### src/atc_pkg.sv
// Purpose: shared constants, carriers and helpers of the threshold comparator
// Assumes: one 25 MHz clock; operands are unsigned and arrive already converted
// Notes:   all arithmetic is 32-bit; signed except the unsigned display wrap
package atc_pkg;

  // timing
  localparam int clk_period_ns  = 40;
  localparam int scan_period_ns = 10000;
  localparam int scan_cycles    = scan_period_ns / clk_period_ns;

  // widths
  localparam int param_w  = 14;
  localparam int code_w   = 10;
  localparam int actual_w = 16;
  localparam int val_w    = 32;

  // limits
  localparam logic [13:0] param_max    = 14'h270F;
  localparam logic [9:0]  code_max     = 10'h3FF;
  localparam logic [31:0] display_max  = 32'h0000_270F;
  localparam logic [31:0] display_wrap = 32'h0000_2710;
  localparam logic [13:0] gain_unset   = 14'h0000;

  // compare modes
  localparam logic [2:0] mode_less             = 3'h0;
  localparam logic [2:0] mode_less_or_equal    = 3'h1;
  localparam logic [2:0] mode_equal            = 3'h2;
  localparam logic [2:0] mode_greater_or_equal = 3'h3;
  localparam logic [2:0] mode_greater          = 3'h4;

  // operand sources
  localparam logic [1:0] src_analog = 2'h0;
  localparam logic [1:0] src_fixed  = 2'h1;
  localparam logic [1:0] src_actual = 2'h2;

  typedef struct packed {
    logic [2:0]  mode;
    logic [13:0] first_gain;
    logic [13:0] second_gain;
    logic [13:0] first_offset;
    logic [13:0] switch_hysteresis;
  } atc_param_type;

  typedef struct packed {
    logic [1:0]  sel;
    logic [9:0]  analog;
    logic [13:0] fixed;
    logic [15:0] actual;
  } atc_operand_type;

  typedef enum logic [1:0] {ph_idle, ph_scale, ph_decide} atc_phase_type;

  // picks the operand from its source, zero extended
  function automatic logic signed [31:0] atc_raw(atc_operand_type op);
    logic signed [31:0] r;
    r = '0;
    if (op.sel == src_analog)
      r = {22'h000000, op.analog};
    else if (op.sel == src_fixed)
      r = {18'h00000, op.fixed};
    else
      r = {16'h0000, op.actual};
    return r;
  endfunction

  // four-digit display: values above the limit show minus the wrap
  function automatic logic [31:0] atc_display(logic signed [31:0] v);
    logic [31:0] d;
    d = v;
    if (d > display_max)
      d = d - display_wrap;
    return d;
  endfunction

endpackage

### src/atc_scaler.sv
// Purpose: gain stage, one operand times its gain at full precision
// Assumes: operand and gain are non-negative
// Notes:   result registered one cycle after the load pulse
`timescale 1ns/100ps
module atc_scaler
  import atc_pkg::*;
(
  // clock and reset
  input  wire logic               i_clk,
  input  wire logic               i_rst,
  // request
  input  wire logic               i_load,
  input  wire logic signed [31:0] i_raw,
  input  wire logic [13:0]        i_gain,
  // result
  output logic signed [31:0]      o_scaled,
  output logic                    o_valid
);

  logic               gain_set;
  logic signed [31:0] product;
  logic signed [31:0] next_scaled;

  assign gain_set    = (i_gain != gain_unset);
  assign product     = i_raw * $signed({18'h00000, i_gain});
  assign next_scaled = gain_set ? product : i_raw;

  always_ff @(posedge i_clk or posedge i_rst) begin
    if (i_rst) begin
      o_scaled <= '0;
      o_valid  <= 1'b0;
    end else begin
      o_valid <= i_load;
      if (i_load)
        o_scaled <= next_scaled;
    end
  end
endmodule

### src/atc_comparator.sv
// Purpose: threshold comparator driving one boolean contact
// Assumes: parameter and operand ports steady or sampled once per scan
// Notes:   decision lands three clocks after each scan tick
`timescale 1ns/100ps
// Overview of operation
// - all gain and compare arithmetic is signed 32-bit, so nothing overflows.
// - each gain product is formed at full precision before comparing.
// - a zero gain means the raw operand is used unmultiplied.
// - operand values above 9999 are displayed minus 10000; compare uses full.
// - analog operands are unsigned 10-bit codes from 0 to 1023.
// - inclusive modes switch on at equality; strict modes do not.
// - less mode turns the contact on below the setpoint.
// - less-or-equal turns the contact on at or below the setpoint.
// - less modes turn off only above setpoint plus hysteresis.
// - equal mode on at setpoint, off below setpoint minus hysteresis.
// - equal mode also turns off above the setpoint.
// - greater-or-equal on at setpoint, off below setpoint minus hysteresis.
// - greater on past setpoint, off below setpoint minus hysteresis.
// - one hysteresis value serves as both upper and lower margin.
// - the first operand is its gain-scaled value plus the offset.
// - gain, offset and hysteresis are accepted only from 0 to 9999.
// - exactly five compare modes are selectable.
module atc_comparator
  import atc_pkg::*;
#(
  parameter int SCAN_CYCLES = scan_cycles
)
(
  // clock and reset
  input  wire logic            I_CLK,
  input  wire logic            I_RST,
  // configuration
  input  wire atc_param_type   I_PARAM,
  // operands
  input  wire atc_operand_type I_FIRST_OPERAND,
  input  wire atc_operand_type I_SECOND_OPERAND_SETPOINT,
  // contact and status
  output logic                 O_COMPARATOR_INSTANCE_OUTPUT,
  output logic                 O_PARAM_ERROR,
  output logic                 O_SCAN_DONE,
  // display values
  output logic [31:0]          O_FIRST_DISPLAY,
  output logic [31:0]          O_SECOND_DISPLAY
);

  localparam int cnt_w = $clog2(SCAN_CYCLES + 1);
  localparam logic [cnt_w-1:0] cnt_last = cnt_w'(SCAN_CYCLES - 1);

  logic [cnt_w-1:0]   div_cnt;
  logic               scan_tick;
  atc_phase_type      phase;
  atc_param_type      par;
  logic signed [31:0] raw_first;
  logic signed [31:0] raw_second;
  logic signed [31:0] scaled_first;
  logic signed [31:0] scaled_second;
  logic               first_valid;
  logic               second_valid;
  logic               contact;

  // scan divider
  assign scan_tick = (div_cnt == cnt_last);

  always_ff @(posedge I_CLK or posedge I_RST) begin
    if (I_RST)
      div_cnt <= '0;
    else if (scan_tick)
      div_cnt <= '0;
    else
      div_cnt <= div_cnt + 1'b1;
  end

  // parameter acceptance
  logic param_ok;
  logic mode_ok;
  logic take_scan;

  assign mode_ok   = (I_PARAM.mode <= mode_greater);
  assign param_ok  = mode_ok
                   && (I_PARAM.first_gain <= param_max)
                   && (I_PARAM.second_gain <= param_max)
                   && (I_PARAM.first_offset <= param_max)
                   && (I_PARAM.switch_hysteresis <= param_max);
  assign take_scan = scan_tick && (phase == ph_idle);

  always_ff @(posedge I_CLK or posedge I_RST) begin
    if (I_RST) begin
      par           <= '0;
      O_PARAM_ERROR <= 1'b0;
    end else if (take_scan) begin
      O_PARAM_ERROR <= !param_ok;
      if (param_ok)
        par <= I_PARAM;
    end
  end

  // operand capture and display
  always_ff @(posedge I_CLK or posedge I_RST) begin
    if (I_RST) begin
      raw_first        <= '0;
      raw_second       <= '0;
      O_FIRST_DISPLAY  <= '0;
      O_SECOND_DISPLAY <= '0;
    end else if (take_scan) begin
      raw_first        <= atc_raw(I_FIRST_OPERAND);
      raw_second       <= atc_raw(I_SECOND_OPERAND_SETPOINT);
      O_FIRST_DISPLAY  <= atc_display(atc_raw(I_FIRST_OPERAND));
      O_SECOND_DISPLAY <= atc_display(atc_raw(I_SECOND_OPERAND_SETPOINT));
    end
  end

  // gain stages
  logic load_scale;

  assign load_scale = (phase == ph_scale);

  atc_scaler u_scale_first (
    .i_clk    (I_CLK),
    .i_rst    (I_RST),
    .i_load   (load_scale),
    .i_raw    (raw_first),
    .i_gain   (par.first_gain),
    .o_scaled (scaled_first),
    .o_valid  (first_valid)
  );

  atc_scaler u_scale_second (
    .i_clk    (I_CLK),
    .i_rst    (I_RST),
    .i_load   (load_scale),
    .i_raw    (raw_second),
    .i_gain   (par.second_gain),
    .o_scaled (scaled_second),
    .o_valid  (second_valid)
  );

  // comparison, all in 32-bit signed
  logic signed [31:0] first_value;
  logic signed [31:0] setpoint;
  logic signed [31:0] hyst;
  logic signed [31:0] upper;
  logic signed [31:0] lower;
  logic               is_lt;
  logic               is_eq;
  logic               is_gt;
  logic               above_band;
  logic               below_band;
  logic               less_mode;
  logic               on_cond;
  logic               off_cond;
  logic               decide;
  logic               next_contact;

  assign first_value = scaled_first
                     + $signed({18'h00000, par.first_offset});
  assign setpoint    = scaled_second;
  assign hyst        = $signed({18'h00000, par.switch_hysteresis});
  assign upper       = setpoint + hyst;
  assign lower       = setpoint - hyst;
  assign is_lt       = first_value < setpoint;
  assign is_eq       = first_value == setpoint;
  assign is_gt       = first_value > setpoint;
  assign above_band  = first_value > upper;
  assign below_band  = first_value < lower;
  assign less_mode   = (par.mode == mode_less)
                     || (par.mode == mode_less_or_equal);

  assign on_cond =
    (par.mode == mode_less)             ? is_lt :
    (par.mode == mode_less_or_equal)    ? (is_lt || is_eq) :
    (par.mode == mode_equal)            ? is_eq :
    (par.mode == mode_greater_or_equal) ? (is_gt || is_eq) :
                                          is_gt;
  assign off_cond =
    less_mode                ? above_band :
    (par.mode == mode_equal) ? (below_band || is_gt) :
                               below_band;

  assign decide       = (phase == ph_decide) && first_valid && second_valid;
  assign next_contact = on_cond  ? 1'b1 :
                        off_cond ? 1'b0 :
                                   contact;

  always_ff @(posedge I_CLK or posedge I_RST) begin
    if (I_RST)
      phase <= ph_idle;
    else begin
      case (phase)
        ph_idle:   if (take_scan) phase <= ph_scale;
        ph_scale:  phase <= ph_decide;
        ph_decide: if (decide) phase <= ph_idle;
        default:   phase <= ph_idle;
      endcase
    end
  end

  always_ff @(posedge I_CLK or posedge I_RST) begin
    if (I_RST) begin
      contact     <= 1'b0;
      O_SCAN_DONE <= 1'b0;
    end else begin
      O_SCAN_DONE <= decide;
      if (decide)
        contact <= next_contact;
    end
  end

  assign O_COMPARATOR_INSTANCE_OUTPUT = contact;
endmodule

### config.mk
export PLATFORM = sky130hd
export DESIGN_NAME = atc_comparator
export DESIGN_NICKNAME = d
export VERILOG_FILES = /design/src/atc_pkg.sv /design/src/atc_scaler.sv /design/src/atc_comparator.sv
export SDC_FILE = /design/constraint.sdc
export NUM_CORES = 2
export LEC_CHECK = 0
export ABC_CLOCK_PERIOD_IN_PS = 6440
export BUFFER_PORTS_ARGS = -buffer_cell sky130_fd_sc_hd__buf_4
export CAP_MARGIN = 20
export CELL_PAD_IN_SITES_DETAIL_PLACEMENT = 0
export CELL_PAD_IN_SITES_GLOBAL_PLACEMENT = 2
export CORE_UTILIZATION = 36
export CTS_CLUSTER_DIAMETER = 30
export CTS_CLUSTER_SIZE = 10
export DETAILED_ROUTE_END_ITERATION = 8
export GPL_TIMING_DRIVEN = 0
export PLACE_DENSITY_LB_ADDON = 0.1
export SETUP_SLACK_MARGIN = 0.3
export SLEW_MARGIN = 10
export SYNTH_ARGS = -nofsm -noshare
export SYNTH_HDL_FRONTEND = slang
export SYNTH_HIERARCHICAL = 1
export SYNTH_SLANG_ARGS = --single-unit
### constraint.sdc
create_clock -name I_CLK -period 6.44 [get_ports I_CLK]
set_input_delay 1.288 -clock I_CLK [delete_from_list [all_inputs] [get_ports I_CLK]]
set_output_delay 1.288 -clock I_CLK [all_outputs]
set_load 0.01 [all_outputs]
=== Word level (Yosys, flattened, before mapping) ===
Cells that the tools add are included.

* Output and inout bits: 67
* Flip-flop bits (word level): 265

* Multipliers: 2
* $lt $le $gt $ge: 11
* Equal/unequal tests: 11
* Reduce and logical (&&, ||, !) cells: 22
* Mux-type cells: 22
* Add/sub/neg operators: 6

{| class="wikitable"
|+ Operators by type and width
! cell !! number
|-
| two-way mux 32 bit || 6
|-
| adder 32 x 15 -> 32 bit || 2
|-
| greater-than comparator 32 x 14 -> 1 bit, second input constant || 2
|-
| greater-than comparator 32 bit || 2
|-
| less-than comparator 32 bit || 2
|-
| multiplier 32 x 15 -> 32 bit || 2
|-
| two-way mux 16 bit || 4
|-
| subtractor 32 x 14 -> 32 bit, second input constant || 2
|-
| less-or-equal comparator 14 bit, second input constant || 4
|-
| equality test 32 bit || 1
|-
| subtractor 32 x 15 -> 32 bit || 1
|-
| nonzero test 14 bit || 2
|-
| adder 8 x 1 -> 8 bit, second input constant || 1
|-
| equality test 8 bit, second input constant || 1
|-
| two-way mux 1 bit || 8
|-
| two-way mux 8 bit || 1
|-
| logical AND 1 bit || 7
|-
| equality test 2 x 1 -> 1 bit, second input constant || 3
|-
| equality test 3 x 2 -> 1 bit, second input constant || 2
|-
| logical NOT 2 bit || 3
|-
| one-hot mux 2 bit (3 select lines) || 1
|-
| AND reduction 2 bit || 3
|-
| logical OR 1 bit || 4
|-
| two-way mux 2 bit || 2
|-
| other kinds (7) || 8
|}

=== Depth between registers and ports, before layout ===
* Depth after elaboration: 9
* Depth in mapped cells: 25
* Mapped depth without buffers: 23

=== Modules after synthesis ===
The synthesis kept the hierarchy.

{| class="wikitable"
|+ Modules (own cells, without submodules)
! module !! cells each !! instances !! area each (µm²)
|-
| atc_scaler at u_scale_second || 1,443 || 1 || 12,495.7
|-
| atc_scaler at u_scale_first || 1,429 || 1 || 12,379.4
|-
| atc_comparator || 1,323 || 1 || 11,926.4
|}

=== Worst setup path after synthesis ===
OpenSTA, ideal clock, no wires.

* Path kind: flip-flop to flip-flop
* Start: reg par[28] (netlist bit)
* End: reg u_scale_second.o_scaled[20]
* Data arrival time: 5.956 ns
* Setup slack: 0.353 ns
* Cell stages (with the launch flop): 24
* Period minus slack after synthesis: 6.087 ns
* Data required time: 6.308 ns
* Cell sequence: dfrtp_1 -> clkbuf_1 -> and2_1 -> fa_1 -> inv_1 -> fa_1 -> inv_1 -> fa_1 -> inv_1 -> fa_1 -> inv_1 -> fa_1 -> inv_1 -> fa_1 -> inv_1 -> ha_1 -> a211oi_2 -> nor2_1 -> o31a_1 -> or4_1 -> a21oi_2 -> o21a_2 -> nor4b_1 -> or3b_1

* Cells in the longest elaborated chain, start to end: 2
* Elaborated cells on any way between the ends: 3

{| class="wikitable"
|+ RTL lines
! item !! RTL line !! source
|-
| from (decl) || atc_comparator.sv:52 || <nowiki>atc_param_type par;</nowiki>
|-
| from (signal assigned) || atc_comparator.sv:88 || <nowiki>par <= '0;</nowiki>
|-
| from (signal assigned) || atc_comparator.sv:93 || <nowiki>par <= I_PARAM;</nowiki>
|-
| multiplier 32 x 15 -> 32 bit / nonzero test 14 bit (equally long branches) || atc_scaler.sv:25, atc_scaler.sv:24 ||
|-
| two-way mux 32 bit (*) || atc_scaler.sv:26 || <nowiki>assign next_scaled = gain_set ? product : i_raw;</nowiki>
|-
| to (signal assigned) || atc_scaler.sv:35 || <nowiki>o_scaled <= next_scaled;</nowiki>
|-
| to (decl) || atc_scaler.sv:16 || <nowiki>output logic signed [31:0] o_scaled,</nowiki>
|}

Mark *: on every way between the ends. The rest lies on a longest branch, timed or not.
A chain may end at the register's enable or synchronous reset.

=== Worst setup path after layout ===
* Start: reg par[45] (netlist bit)
* End: reg u_scale_first.o_scaled[29]

* Cells in the longest elaborated chain, start to end: 2
* Elaborated cells on any way between the ends: 3

{| class="wikitable"
|+ RTL lines
! item !! RTL line
|-
| multiplier 32 x 15 -> 32 bit / nonzero test 14 bit (equally long branches) || atc_scaler.sv:25, atc_scaler.sv:24
|-
| two-way mux 32 bit (*) || atc_scaler.sv:26
|-
| to (signal assigned) || atc_scaler.sv:35
|-
| to (decl) || atc_scaler.sv:16
|}

Marked as above.

==> results.ini <==
[min_path]
whs_endpoint=O_SECOND_DISPLAY[31]
hold_path_depth=2
min_from=O_SECOND_DISPLAY[31]
hold_class=flop to flop

[finish]
fill_cells=10158
finalNetCount=5732
postLayoutCellArea_um2=46200
syn2layout_area_growth_pct=25.54
ff_latch_area_um2=5460
drive_gt1_share_pct=18.61
multi_input_area_um2=29300

[grt]
grt.overflow.total=0
grt_max_degree=108
first_global_vias=31907
antenna_found_initial=10
gr-usage-all-layers_pct=25.69
grt_pass1_wl_um=196700

[yosys]
synth-edff-count=0
netlist_area_um2=36800
yosys_warnings=6
ys_top_cells_by_area=fa_1, dfrtp_1, ha_1
syn_inst=4195
yosysMostFrequentCell=inv_1
yosysSeqAreaShare_pct=14.69
ys_top_cells_by_count=inv_1, fa_1, nand2_1, and2_1, ha_1
async_flop_share_pct=100.0
synth_cell_type_count=89
yosys.area.top_type=fa_1
syn_area_per_cell_um2=8.773
ys_ff_latch=216
synth_flop_cell=dfrtp_1
yosysTopAreaCellShare_pct=29.76

[clock_tree]
cts_hold_buf=0
clock_sinks=216
numCtsBuffers=68
cts_tree=built
clk_root_buffer_cell=clkbuf_16
clk_latency_ps=610
clock_path_buffers=3
clkTransAtPathRegs_ps=40
htree_levels=3

[route]
viasPerCell=4.840
firstDrtPassIters=5
drt-initial-drc-count=1425
vias=29805
drt_wl_total_um=129600
drc_errors=0
antenna_left=0
wl_per_cell_um=21.05

[worst_setup_path]
cp.arrival_ps=6910
rr_startpoint=par[45]
cp.required_ps=6910
r2r_end=u_scale_first/o_scaled[29]
reg2reg_depth=23
path_class=flop to flop
critPathLaunchType=flop
end_kind=flop
cp_max_fo=5
reg2reg_slack_ps=2
startpoint=par[45]

[power_and_ir_drop]
p_per_area_nw_per_um2=115.3
leakage_nw=22.93
peakVddDrop_v=0.0002319
total_power_mw=5.327

[floorplan]
die-area_um2=103500
die_x_um=321.7
initial_core_util_pct=36.54
num_rows=116
die_height_um=321.7
ios=212
fp.coreArea_um2=100700

[sta]
slew_viol_final=0
worst_pin_slew_ps=1082
min_period_ps=6438
finalHoldViolCount=0
rsz0062_at_grt=true
fmax_ghz=0.1553
clock-skew-final_ps=16.54
finalSetupViolCount=0
period_share_pct=99.97
relSlewSlack_pct=27.11
holdWs_ps=473.8

[placed_design]
dpl_cell_area_um2=40630
place.gp.congestion=0.8502
dp.final_hpwl_um=103200
io_buffers=209

[status]
outcome=completed

[flow_run]
drv_cap=0

[worst max-delay path by stage]
stage | end | cells past startpoint
finish | u_scale_first/o_scaled[29] | 23
global route | u_scale_first/o_scaled[31] | 24
CTS | u_scale_first/o_scaled[31] | 22
detailed placement | u_scale_first/o_scaled[31] | 22
global placement | O_FIRST_DISPLAY[30] | 2
floorplan | u_scale_second/o_scaled[20] | 23
[critical path: stages, from the launching register on]
cell and delay (ps):
dfrtp_1 400, clkbuf_8 180, clkbuf_16 140, and2_1 140, fa_1 550, inv_2 50, fa_1 530, inv_1 50
fa_1 480, fa_2 420, fa_1 540, inv_1 50, fa_1 520, inv_2 60, ha_4 290, nand4_1 160
or3b_4 430, o211a_4 290, o31ai_4 260, buf_12 160, buf_4 120, a31oi_4 100, xor2_4 260, o21ai_1 90
[cell type report]
class	instances	share of cell area, %
Antenna cell	8	0.04333
Buffer	212	3.691
Clock buffer	86	4.003
Clock inverter	34	1.433
Inverter	733	5.971
Multi-Input combinational cell	3170	63.42
Sequential cell	216	11.82
Tap cell	1357	3.675
Timing Repair Buffer	342	5.942
[metal layers]
metal | up-vias | wire, um | GRT usage [%] | share of wire [%]
li1 | 14155 | - | - | -
met1 | 14891 | 57140 | 33.51 | 44
met2 | 618 | 61700 | 43.03 | 48
met3 | 141 | 7373 | 4.955 | 5.7
met4 | 0 | 3392 | 7.386 | 2.6
met5 | - | 0 | 0 | 0
[metrics by stage]
stage	setup WS [ps]	utilization (%)	instances	TNS, ps
final	1.728	45.87	6158	0
after global routing	-214.4	45.85	6151	-1037
after CTS	70.95	45.29	6121	0
after detailed placement	-1484	40.34	5900	-31020
after global placement	-1650	40.29	5898	-270360
after floorplan	352.7	-	4332	0
[flip-flops by register name (all words and copies together) (netlist names), 2 cells and up]
name                     count
phase                        2
O_FIRST_DISPLAY             27
O_SECOND_DISPLAY            27
hyst                        14
u_scale_second/o_scaled     32
u_scale_first/o_scaled      32
raw_first                   12
div_cnt                      8
par                         45
raw_second                  12
[report_power, final]
group          switching (mW)  internal, mW
clock                    1.02          2.66
combinational           0.170         0.112
sequential            0.00158          1.37
[layout by cell type (no fill, tap or decap), types with 36 or more instances in the layout]
| master | Yosys | routed |
|---|---|---|
| a21o_1 | 43 | 43 |
| a21oi_1 | 147 | 122 |
| a31oi_1 | 41 | 37 |
| and2_1 | 451 | 437 |
| buf_4 | 18 | 336 |
| clkbuf_1 | 187 | 93 |
| clkbuf_16 | 0 | 81 |
| clkbuf_4 | 0 | 40 |
| clkbuf_8 | 2 | 36 |
| conb_1 | 1 | 138 |
| dfrtp_1 | 216 | 176 |
| dfrtp_2 | 0 | 38 |
| fa_1 | 547 | 543 |
| ha_1 | 297 | 265 |
| inv_1 | 732 | 707 |
| mux2_2 | 79 | 77 |
| nand2_1 | 497 | 491 |
| nand3_1 | 49 | 46 |
| nor2_1 | 161 | 157 |
| o21ai_0 | 136 | 121 |
| xnor2_1 | 150 | 143 |
| xor2_1 | 48 | 43 |
[cell families (layout without fill, tap and decap cells)]
kind of cell,after synthesis,in the layout,synth area share [%]
adders and majority gates,844,844,39.85
and+or+nand+nor,1365,1365,18.73
buffers and inverters,946,1407,9.911
muxes,102,102,3.043
AOI/OAI and AO/OA,522,522,8.993
DFF,216,216,14.69
other,1,146,0.01019
xor gates and xnor gates,199,199,4.773
[what timing repair did]
item / CTS / global route
resized for setup: 454 / 109
buffers inserted: 102 / 29
endpoints found under the setup margin: 45 / 36
hold endpoints to repair: 0 / 0
pin swaps: 116 / 103
Power figures use the tool's default switching activity.
